## src/design/lane_steer_pkg.sv

```systemverilog
// shared constants for big-endian read lane steering
package lane_steer_pkg;
	// external bus width codes
	localparam logic [1:0] BUS_W8 = 2'h0;
	localparam logic [1:0] BUS_W16 = 2'h1;
	localparam logic [1:0] BUS_W32 = 2'h2;
	// system transfer size codes
	localparam logic [2:0] SIZE_BYTE = 3'h0;
	localparam logic [2:0] SIZE_HALF = 3'h1;
	localparam logic [2:0] SIZE_WORD = 3'h2;
	// strobe patterns, a zero bit enables a lane
	localparam logic [3:0] STB_NONE = 4'hf;
	localparam logic [3:0] STB_ALL = 4'h0;
	localparam logic [3:0] STB_LANE0 = 4'he;
	localparam logic [3:0] STB_LOW_HALF = 4'hc;
	localparam logic [3:0] STB_HIGH_HALF = 4'h3;
	localparam logic [1:0] STB16_BOTH = 2'h0;
	localparam logic [1:0] STB16_LOW = 2'h2;
	localparam logic [1:0] STB16_HIGH = 2'h1;
	// transfer start addresses and counts
	localparam logic [1:0] ADDR_TOP = 2'h3;
	localparam logic [1:0] ADDR_ZERO = 2'h0;
	localparam logic [2:0] CNT_ONE = 3'h1;
	localparam logic [2:0] CNT_TWO = 3'h2;
	localparam logic [2:0] CNT_FOUR = 3'h4;
	localparam logic [31:0] DATA_ZERO = 32'h0000_0000;
	typedef enum logic [1:0] {ST_IDLE, ST_XFER, ST_DONE} state_t;
endpackage

```

## src/design/lane_strobe_decode.sv

```systemverilog
// byte-lane strobe pattern for one external transfer
module lane_strobe_decode
	import lane_steer_pkg::*;
(
	input wire logic [1:0] bus_width,
	input wire logic [2:0] size,
	input wire logic [1:0] sys_addr,
	input wire logic [1:0] ext_addr,
	input wire logic write,
	output logic [3:0] strobe_n
);
	// pick the active-low lane pattern from width, size and offset
	always_comb begin
		strobe_n = STB_NONE;
		case (bus_width)
			BUS_W8: strobe_n = STB_LANE0;
			BUS_W16: begin
				if (size == SIZE_BYTE) begin
					strobe_n = {2'h3, ext_addr[0] == sys_addr[1] && sys_addr[0] ? STB16_LOW : STB16_HIGH};
				end else begin
					strobe_n = {2'h3, STB16_BOTH};
				end
			end
			BUS_W32: begin
				if (size == SIZE_WORD) begin
					strobe_n = STB_ALL;
				end else if (size == SIZE_HALF) begin
					strobe_n = sys_addr[1] ? STB_LOW_HALF : STB_HIGH_HALF;
				end else if (write) begin
					strobe_n = ~(4'h1 << sys_addr);
				end else begin
					strobe_n = ~(4'h1 << ~sys_addr);
				end
			end
			default: strobe_n = STB_NONE;
		endcase
	end
endmodule

```

## src/design/big_endian_read_lane_steering.sv

```systemverilog
// big-endian read lane steering and transfer splitting for static memory
// ==========================================
// What this block does
// - 8-bit bus word read: four transfers at 11,10,01,00, strobe 0.
// - 8-bit bus: byte from bits 7:0 lands on lane picked by address.
// - 8-bit bus halfword: 11 then 10 when bit 1 set, else 01 then 00.
// - 16-bit bus word: two transfers strobes 00, address 1 low half, 0 high.
// - 16-bit bus halfword: one transfer, address bit 1 picks low or high half.
// - 16-bit bus byte: address, strobe and lane follow the byte offset.
// - 32-bit bus word: all strobes on, lanes pass straight through.
// - 32-bit bus halfword: 1- gives 1100 low half, 0- gives 0011 high half.
// - 32-bit bus byte: one strobe low, lane 3 minus offset.
// - 32-bit little-endian byte write offset 00: strobes 1110, bits 7:0 out.
module big_endian_read_lane_steering
	import lane_steer_pkg::*;
(
	input wire logic clk_sys,
	input wire logic reset,
	input wire logic req_valid,
	input wire logic req_write,
	input wire logic req_big_endian,
	input wire logic [2:0] req_size,
	input wire logic [1:0] req_addr,
	input wire logic [31:0] req_wdata,
	input wire logic [1:0] bus_width,
	input wire logic ext_ack,
	input wire logic [31:0] ext_rdata,
	output logic req_ready,
	output logic ext_req,
	output logic ext_write,
	output logic [1:0] ext_low_address,
	output logic [3:0] byte_lane_strobe_n,
	output logic [31:0] ext_wdata,
	output logic [31:0] rd_data,
	output logic rd_valid,
	output logic resp_error
);
	// ==========================================
	// helpers
	function automatic logic [31:0] expand(input logic [3:0] m);
		logic [31:0] r;
		r = DATA_ZERO;
		for (int i = 0; i < 4; i++) begin
			r[i*8 +: 8] = {8{m[i]}};
		end
		return r;
	endfunction

	// lanes of the system word that one external transfer fills
	function automatic logic [3:0] lane_mask(input logic [1:0] w, input logic [1:0] a, input logic [3:0] s);
		logic [3:0] m;
		m = 4'h0;
		case (w)
			BUS_W8: m = 4'h1 << ~a;
			BUS_W16: m = a[0] ? {2'h0, ~s[1:0]} : {~s[1:0], 2'h0};
			BUS_W32: m = ~s;
			default: m = 4'h0;
		endcase
		return m;
	endfunction

	// ==========================================
	// state
	state_t state_q, state_d;
	logic [2:0] size_q, size_d;
	logic [1:0] addr_q, addr_d;
	logic [1:0] width_q, width_d;
	logic write_q, write_d;
	logic [2:0] left_q, left_d;
	logic [31:0] acc_q, acc_d;
	logic ready_q, ready_d;
	logic ext_req_q, ext_req_d;
	logic [1:0] ext_addr_q, ext_addr_d;
	logic [3:0] strobe_q, strobe_d;
	logic [31:0] wdata_q, wdata_d;
	logic valid_q, valid_d;
	logic err_q, err_d;
	logic ext_write_q, ext_write_d;
	logic [1:0] issue_addr;
	logic [2:0] issue_size;
	logic [1:0] issue_sys;
	logic [1:0] issue_width;
	logic issue_write;
	logic [3:0] issue_strobe;
	logic [3:0] got_mask;

	lane_strobe_decode u_strobe (
		.bus_width(issue_width),
		.size(issue_size),
		.sys_addr(issue_sys),
		.ext_addr(issue_addr),
		.write(issue_write),
		.strobe_n(issue_strobe)
	);

	assign got_mask = lane_mask(width_q, ext_addr_q, strobe_q);

	// ==========================================
	// next-state logic
	always_comb begin
		state_d = state_q;
		size_d = size_q;
		addr_d = addr_q;
		width_d = width_q;
		write_d = write_q;
		left_d = left_q;
		acc_d = acc_q;
		ready_d = ready_q;
		ext_req_d = ext_req_q;
		ext_addr_d = ext_addr_q;
		strobe_d = strobe_q;
		wdata_d = wdata_q;
		valid_d = 1'b0;
		err_d = err_q;
		issue_addr = ext_addr_q - 2'h1;
		issue_size = size_q;
		issue_sys = addr_q;
		issue_width = width_q;
		issue_write = write_q;
		case (state_q)
			ST_IDLE: begin
				issue_size = req_size;
				issue_sys = req_addr;
				issue_width = bus_width;
				issue_write = req_write;
				issue_addr = ADDR_ZERO;
				left_d = CNT_ONE;
				// start address and transfer count per width and size
				case (bus_width)
					BUS_W8: begin
						if (req_size == SIZE_WORD) begin
							issue_addr = ADDR_TOP;
							left_d = CNT_FOUR;
						end else if (req_size == SIZE_HALF) begin
							issue_addr = {req_addr[1], 1'b1};
							left_d = CNT_TWO;
						end else begin
							issue_addr = req_addr;
						end
					end
					BUS_W16: begin
						if (req_size == SIZE_WORD) begin
							issue_addr = {1'b0, 1'b1};
							left_d = CNT_TWO;
						end else begin
							issue_addr = {1'b0, req_addr[1]};
						end
					end
					default: issue_addr = ADDR_ZERO;
				endcase
				if (req_valid && ready_q) begin
					size_d = req_size;
					addr_d = req_addr;
					width_d = bus_width;
					write_d = req_write;
					acc_d = DATA_ZERO;
					ready_d = 1'b0;
					// only big-endian reads and the 32-bit little-endian byte write are steered
					if (req_size > SIZE_WORD || bus_width > BUS_W32
						|| (req_write ? (req_big_endian || bus_width != BUS_W32 || req_size != SIZE_BYTE)
						: !req_big_endian)) begin
						err_d = 1'b1;
						state_d = ST_DONE;
					end else begin
						err_d = 1'b0;
						ext_req_d = 1'b1;
						ext_addr_d = issue_addr;
						strobe_d = issue_strobe;
						wdata_d = req_wdata;
						state_d = ST_XFER;
					end
				end
			end
			ST_XFER: begin
				if (ext_ack) begin
					acc_d = (acc_q & ~expand(got_mask)) | (ext_rdata & expand(got_mask));
					if (width_q == BUS_W8) begin
						acc_d = (acc_q & ~expand(got_mask)) | ({4{ext_rdata[7:0]}} & expand(got_mask));
					end else if (width_q == BUS_W16) begin
						acc_d = (acc_q & ~expand(got_mask)) | ({2{ext_rdata[15:0]}} & expand(got_mask));
					end
					left_d = left_q - CNT_ONE;
					if (left_q == CNT_ONE) begin
						ext_req_d = 1'b0;
						strobe_d = STB_NONE;
						state_d = ST_DONE;
					end else begin
						ext_addr_d = issue_addr;
						strobe_d = issue_strobe;
					end
				end
			end
			ST_DONE: begin
				valid_d = 1'b1;
				ready_d = 1'b1;
				state_d = ST_IDLE;
			end
			default: state_d = ST_IDLE;
		endcase
		ext_write_d = write_d && ext_req_d; // write flag registered so the pin comes from a flop
	end

	// ==========================================
	// registers
	always_ff @(posedge clk_sys) begin
		if (reset) begin
			state_q <= ST_IDLE;
			size_q <= SIZE_BYTE;
			addr_q <= ADDR_ZERO;
			width_q <= BUS_W8;
			write_q <= 1'b0;
			left_q <= CNT_ONE;
			acc_q <= DATA_ZERO;
			ready_q <= 1'b1;
			ext_req_q <= 1'b0;
			ext_addr_q <= ADDR_ZERO;
			strobe_q <= STB_NONE;
			wdata_q <= DATA_ZERO;
			valid_q <= 1'b0;
			err_q <= 1'b0;
			ext_write_q <= 1'b0;
		end else begin
			state_q <= state_d;
			size_q <= size_d;
			addr_q <= addr_d;
			width_q <= width_d;
			write_q <= write_d;
			left_q <= left_d;
			acc_q <= acc_d;
			ready_q <= ready_d;
			ext_req_q <= ext_req_d;
			ext_addr_q <= ext_addr_d;
			strobe_q <= strobe_d;
			wdata_q <= wdata_d;
			valid_q <= valid_d;
			err_q <= err_d;
			ext_write_q <= ext_write_d;
		end
	end

	// outputs straight from flops
	assign req_ready = ready_q;
	assign ext_req = ext_req_q;
	assign ext_write = ext_write_q;
	assign ext_low_address = ext_addr_q;
	assign byte_lane_strobe_n = strobe_q;
	assign ext_wdata = wdata_q;
	assign rd_data = acc_q;
	assign rd_valid = valid_q;
	assign resp_error = err_q;
endmodule

```

## config.mk

```make
export PLATFORM = sky130hd
export DESIGN_NAME = big_endian_read_lane_steering
export DESIGN_NICKNAME = d
export VERILOG_FILES = /design/src/design/lane_steer_pkg.sv /design/src/design/lane_strobe_decode.sv /design/src/design/big_endian_read_lane_steering.sv
export SDC_FILE = /design/constraint.sdc
export NUM_CORES = 1
export LEC_CHECK = 0
export ABC_AREA = 1
export BUFFER_PORTS_ARGS = -buffer_cell sky130_fd_sc_hd__buf_2
export CAP_MARGIN = 20
export CORE_AREA = 5 5 79 135
export CTS_CLUSTER_SIZE = 8
export DETAILED_ROUTE_END_ITERATION = 8
export DIE_AREA = 0 0 84 140
export GPL_TIMING_DRIVEN = 0
export PLACE_DENSITY = 0.75
export SYNTH_ARGS = -nofsm -noshare
export SYNTH_HDL_FRONTEND = slang
export SYNTH_SLANG_ARGS = --single-unit
```

## constraint.sdc

```tcl
create_clock -name clk_sys -period 1.45 [get_ports clk_sys]
set_input_delay 0.145 -clock clk_sys [delete_from_list [all_inputs] [get_ports clk_sys]]
set_output_delay 0.145 -clock clk_sys [all_outputs]
set_load 0.05 [all_outputs]
```

* Yosys cells after proc, flatten, opt, wreduce, memory -nomap -nowiden
Index checks and enable logic that the tools add are counted.
** Word-level totals
- Bits of input ports :: 77
- Flip-flop bits (word level) :: 88
- Output and inout bits :: 75
- Word-level logic and storage cells :: 136
** Operators by class
- Shift operators :: 3
- Muxes and demuxes :: 56
- Bitwise logic cells :: 15
- Reduce and logical (&&, ||, !) cells :: 24
- Add/sub/neg operators :: 2
- Equal/unequal tests :: 19
- Order comparisons :: 2
** Operators by type and width (number)
- $and 32x32->32 :: 4
- $mux 32 :: 4
- $or 32x32->32 :: 3
- $pmux 32 s2 :: 1
- $mux 4 :: 9
- $not 32->32 :: 1
- $mux 2 :: 15
- $pmux 4 s3 :: 2
- $mux 1 :: 14
- $ne 2x2->1 const B :: 6
- $not 4->4 :: 3
- $pmux 2 s2 :: 3
- $pmux 3 s2 :: 2
- $shl 1x2->4 const A :: 3
- $eq 3x1->1 const B :: 3
- $mux 3 :: 3
- $reduce_and 3->1 :: 3
- $eq 2x1->1 const B :: 4
- $logic_not 2->1 :: 4
- $pmux 4 s2 :: 1
- $eq 2x2->1 const B :: 3
- $eq 3x2->1 const B :: 2
- $not 2->2 :: 3
- $reduce_and 2->1 :: 3
- other kinds (15) :: 22

* Logic depth before layout (Yosys ltp)
- Depth after elaboration :: 13
- Gate-level depth with buffers :: 14
- Depth with buffers taken out :: 14

* Modules after synthesis
A second synthesis with hierarchy kept.
** Second synthesis, totals
- Cell total of the unflattened synthesis :: 625
- Area, all modules :: 4339.2 um2
** Modules (own cells, without submodules)
- big_endian_read_lane_steering :: instances 1, sequential area each 1761.7 um2, cells each 577, area an instance 4106.4 um2
- lane_strobe_decode :: instances 1, sequential area each 0.0 um2, cells each 48, area an instance 232.7 um2

* Least setup slack after synthesis
Ideal clock, no wire load.
- Kind :: flip-flop to flip-flop
- Start :: reg ext_addr_q[0], in the netlist ext_low_address[0]
- End :: reg acc_q[24], in the netlist rd_data[24]
- Period minus slack after synthesis :: 1886 ps
- Buffers on the path :: 0
- Slack :: -436 ps
- Cell stages (with the launch flop) :: 8
- Data arrival time :: 1808 ps
- Cell sequence :: dfxtp_1 > inv_1 > ha_1 > a221oi_2 > nor2_4 > inv_2 > a211oi_1 > nor3_1
** Between the ends
- Longest elaborated chain between the ends :: 10
- Elaborated cells on any way between the ends :: 16
** RTL lines
- from (decl) :: line big_endian_read_lane_steering.sv:73 : logic [1:0] ext_addr_q, ext_addr_d;
- from (signal assigned) :: line big_endian_read_lane_steering.sv:232 : ext_addr_q <= ext_addr_d;
- $not 2->2 :: line big_endian_read_lane_steering.sv:54 : BUS_W8: m = 4'h1 << ~a;
- $shl 1x2->4 :: line big_endian_read_lane_steering.sv:54
- $pmux 4 s3 * :: line big_endian_read_lane_steering.sv:53 : case (w)
- $not 32->32 :: line big_endian_read_lane_steering.sv:176, big_endian_read_lane_steering.sv:178, big_endian_read_lane_steering.sv:180
- $and 32x32->32 :: line big_endian_read_lane_steering.sv:176, big_endian_read_lane_steering.sv:178, big_endian_read_lane_steering.sv:180
- $or 32x32->32, on equally long branches :: line big_endian_read_lane_steering.sv:176, big_endian_read_lane_steering.sv:180
- $mux 32 :: line big_endian_read_lane_steering.sv:179 : end else if (width_q == BUS_W16) begin
- $mux 32 * :: line big_endian_read_lane_steering.sv:177 : if (width_q == BUS_W8) begin
- $mux 32 * :: line big_endian_read_lane_steering.sv:175 : if (ext_ack) begin
- $pmux 32 s2 * :: line big_endian_read_lane_steering.sv:120 : case (state_q)
- to (signal assigned) :: line big_endian_read_lane_steering.sv:213 : acc_q <= DATA_ZERO;
- to (signal assigned) :: line big_endian_read_lane_steering.sv:229 : acc_q <= acc_d;
- to (decl) :: line big_endian_read_lane_steering.sv:70 : logic [31:0] acc_q, acc_d;
Every way passes the cells marked *; elsewhere a longest branch is shown, timed or not. The select of a mux whose other input is x is not followed.
A chain may end at the register's enable or synchronous reset.

* Final worst setup path
- Start :: reg state_q[0]
- End :: reg strobe_q[0], in the netlist byte_lane_strobe_n[0]
** Between the ends
- Longest elaborated chain between the ends :: 12
- Elaborated cells on any way between the ends :: 37
** RTL lines
- from (decl) :: line big_endian_read_lane_steering.sv:64 : state_t state_q, state_d;
- from (signal assigned) :: line big_endian_read_lane_steering.sv:223 : state_q <= state_d;
- $logic_not 2->1 :: line big_endian_read_lane_steering.sv:120
- $mux 2 :: line big_endian_read_lane_steering.sv:120
- $not 2->2 :: line lane_strobe_decode.sv:32 : strobe_n = ~(4'h1 << ~sys_addr);
- $shl 1x2->4 :: line lane_strobe_decode.sv:32
- $not 4->4 :: line lane_strobe_decode.sv:32
- $mux 4 :: line lane_strobe_decode.sv:29 : end else if (write) begin
- $mux 4 :: line lane_strobe_decode.sv:27 : end else if (size == SIZE_HALF) begin
- $mux 4 :: line lane_strobe_decode.sv:25 : if (size == SIZE_WORD) begin
- $pmux 4 s3 :: line lane_strobe_decode.sv:15 : case (bus_width)
- $mux 4, on equally long branches :: line big_endian_read_lane_steering.sv:183, big_endian_read_lane_steering.sv:159
- $mux 4, on equally long branches :: line big_endian_read_lane_steering.sv:175, big_endian_read_lane_steering.sv:151
- $pmux 4 s2 :: line big_endian_read_lane_steering.sv:120
- to (signal assigned) :: line big_endian_read_lane_steering.sv:233 : strobe_q <= strobe_d;
- to (decl) :: line big_endian_read_lane_steering.sv:74 : logic [3:0] strobe_q, strobe_d;
Several ways; a longest one is shown, not always the timed one. The select of a mux whose other input is x is not followed.

==> results_dict.tcl <==
set metrics [dict create \
    synth.largest_area_cell "sky130_fd_sc_hd__dfxtp_1" \
    grt_use_met2_pct 41.8 \
    final.period_utilization_pct 121 \
    num_antenna_cells 0 \
    worst-setup-path-type "flip-flop to flip-flop" \
    drcViolationCount 0 \
    crit-reg2reg-launch "state_q[0]" \
    worst_hold_slack_ns 0.0349 \
    final.setup_skew_ns 0.00516 \
    count_of_final_max_slew_check_failures 0 \
    worstPathCellList "nor2_4, buf_12, buf_12, buf_4, a21oi_4, inv_2, nand2_1, o211ai_1, a31oi_1, nand2_1, nand2_1, nand2_1" \
    cts.path.max_buffers 2 \
    net-switching-power_uw 2440 \
    r2r_slack_ns -0.30 \
    cts_root_buffer "sky130_fd_sc_hd__clkbuf_16" \
    setup_violations 75 \
    vias_in_the_first_global_route 4624 \
    num-fill-cells 726 \
    gr-max-usage-layer "met2" \
    htreeDepth 3 \
    final_layout_size_suffix_gt1_share_pct 48.8 \
    maxCapViolations 0 \
    wire_length_of_the_first_global_routing_pass_mm 21.4 \
    finalHoldViolCount 0 \
    die_x_um 84 \
    clkSinkCount 88 \
    synthesis.instances 549 \
    cts-buffers-inserted 9 \
    io-pin-count 152 \
    grt_util_all_layers_pct 22.5 \
    grt_antenna_before_repair 0 \
    multi_input_gate_area_mm2 0.00256 \
    reg2regPathDepth 12 \
    grtUsageMet1_pct 22.4 \
    static_leakage_power_uw 0.00289 \
    synth.net_count 632 \
    cp.arrival_ns 1.99 \
    place.port_buffers 150 \
    gr-total-overflow 0 \
    syn-mean-instance-area_um2 7.51 \
    detailroute.via_count 4750 \
    place.detailed.hpwl_mm 9.67 \
    cts_hold_buffers_added 0 \
    setup_tns_ns -10.45 \
    register_area_mm2 0.00179 \
    ys_ff_latch 88 \
    timing.fmax_ghz 0.572 \
    final_area_mm2 0.00649 \
    violations "setup timing" \
    ir_worst_vdd_uv 930 \
    synth.top_cell.area_share_pct 42.7 \
    first_pass_iters 5 \
    clk_pin_slew_ns 0.07 \
    status "finished, violations left" \
    setup_slack_ns -0.300 \
    synthesis.area_mm2 0.00412 \
    power.share.switching_pct 35.2 \
    finish.utilization_pct 68.9 \
    critical_path.startpoint_type "flip-flop" \
    layout.nets 832 \
    syn_to_final_growth_pct 57.4 \
    core_mm2 0.00941 \
    synth-warning-count 0 \
    timing_worst_slew_pin_value_ns 0.613 \
    postPlaceCellArea_mm2 0.00509 \
    slew-limit-headroom_pct 59.2 \
    share_comb_of_total_power_pct 28.9 \
    routed_wl_per_cell_um 17.0 \
    die_h_um 140 \
    placement_rows 47 \
    mostFrequentLayoutCells "sky130_fd_sc_hd__buf_2, sky130_fd_sc_hd__nand2_1, sky130_fd_sc_hd__dfxtp_1" \
    rsz0062_at_grt "yes" \
    power_frac_clock_pct 33.3 \
    globalRouteMet3Util_pct 5.76 \
    grt_max_degree 19 \
    worst_path_largest_cell_delay_ns 0.37 \
    drtIter0Drc 214 \
    crit_end "byte_lane_strobe_n[0]" \
    synth.yosys.seq_area_share_pct 42.7 \
    worst_case_setup_slack_after_placement_ns -0.388 \
    period_minus_slack_ns 1.75 \
    timing.critical_path.mode_cell "sky130_fd_sc_hd__nand2_1" \
    sequentialPowerShare_pct 37.8 \
    timing.hold.worst.class "input port to flip-flop" \
    synth.distinct_cells 39 \
    layout.cells.most_common "sky130_fd_sc_hd__buf_2" \
    internal_power_uw 4490 \
    number_of_vias_per_cell_after_detailed_routing 5.42 \
    endpoint_kind "flip-flop" \
    p_per_area_mw_per_mm2 1070 \
    antenna_left 0 \
    place.gp.congestion 0.898 \
    clk-insertion-delay-late_ns 0.35 \
    effective_utilization_at_floorplan_pct 43.8 \
    tritoncts "done" \
    wirelength_mm 14.9 \
    design.die.area_mm2 0.0118 \
    slowest_stage "sky130_fd_sc_hd__dfxtp_4" \
    critical_path.reg2reg.endpoint "byte_lane_strobe_n[0]" \
    timing.critical_path.fanout_max 8 \
    worst_setup_startpoint "state_q[0]" \
    synth.top_cells.by_area "sky130_fd_sc_hd__dfxtp_1, sky130_fd_sc_hd__nand2_1, sky130_fd_sc_hd__a21oi_1" \
    worst_ep_required_time_ns 1.69 \
]
## through the flow
stage | total power, uW | instances
6_report | 6920 | 876
2_1_floorplan | 3690 | 549
3_3_place_gp | 4040 | 821
5_1_grt | 7220 | 876
3_5_place_dp | 4080 | 821
4_1_cts | 6640 | 861
## how the worst min path moves through the flow
stage                     slack (ns)          start       endpoint  depth (start not counted)
after floorplan                 0.29   req_wdata[0]   ext_wdata[0]                          2
after global placement          0.39  req_wdata[25]  ext_wdata[25]                          3
after detailed placement        0.40   req_wdata[9]   ext_wdata[9]                          3
after CTS                       0.03  req_wdata[17]  ext_wdata[17]                          3
after global routing            0.03  req_wdata[13]  ext_wdata[13]                          3
final                           0.03  req_wdata[18]  ext_wdata[18]                          3
## final cells by class
class                           instances  area share, %
Buffer                                 23           3.92
Clock buffer                            9           3.47
Clock inverter                          7           1.14
Inverter                               38           2.97
Multi-Input combinational cell        399           39.5
Sequential cell                        88           27.6
Tap cell                              122           2.35
Timing Repair Buffer                  190           19.1
## state kept, by name, summed over array words and instances, names as in the netlist
| signal | cells |
|---|---|
| rd_valid | 1 |
| ext_write | 1 |
| ext_req | 1 |
| ext_wdata | 32 |
| width_q | 2 |
| size_q | 3 |
| rd_data | 32 |
| byte_lane_strobe_n | 4 |
| req_ready | 1 |
| state_q | 2 |
| left_q | 3 |
| ext_low_address | 2 |
| resp_error | 1 |
| addr_q | 2 |
| write_q | 1 |
## kinds of logic after synthesis
family / share of synthesized area, %
AND/OR/NAND/NOR: 28.9
AO/OA/AOI/OAI: 19.2
flip-flops: 42.7
buffers and inverters: 7.13
adder cells (fa/ha/maj): 1.82
XOR/XNOR: 0.212
## Yosys cell counts (all sizes together)
cell,n
nand2,168
dfxtp,88
nor2,64
a21oi,52
inv,38
o21ai,31
nor3,21
a311oi,16
buf,16
nand3,15
a211oi,10
clkbuf,9
ha,6
o211ai,3
a221oi,2
a31oi,2
nand4,2
o22ai,2
a21boi,1
and2,1
o211a,1
xor2,1
## per-layer routing
metal	up-vias	share of wire, %
met5	-	0
met1	2191	34
li1	2236	-
met4	0	5.9
met2	256	53
met3	67	7.5
## timing repair
action	CTS	global route
endpoints found under the setup margin	80	82
pin swaps	9	22
resized for setup	97	90
setup buffers	20	12
cloned	4	5
hold endpoints to repair	0	0
## power by group through the flow
stage          combinational [uW]  clock [uW]  sequential [uW]
2_1_floorplan                 784           0             2900
3_3_place_gp                 1390           0             2650
3_5_place_dp                 1420           0             2660
4_1_cts                      1690        2340             2610
5_1_grt                      2130        2460             2630
6_report                     2000        2310             2620
## critical path, delay by kind of cell (launching register included)
family / cells / cell delay [ns]
AND/OR/NAND/NOR: 5 / 0.33
flip-flops: 1 / 0.37
buffers and inverters: 4 / 0.50
AO/OA/AOI/OAI: 3 / 0.43
No activity file was read; power rests on OpenSTA's default activity.
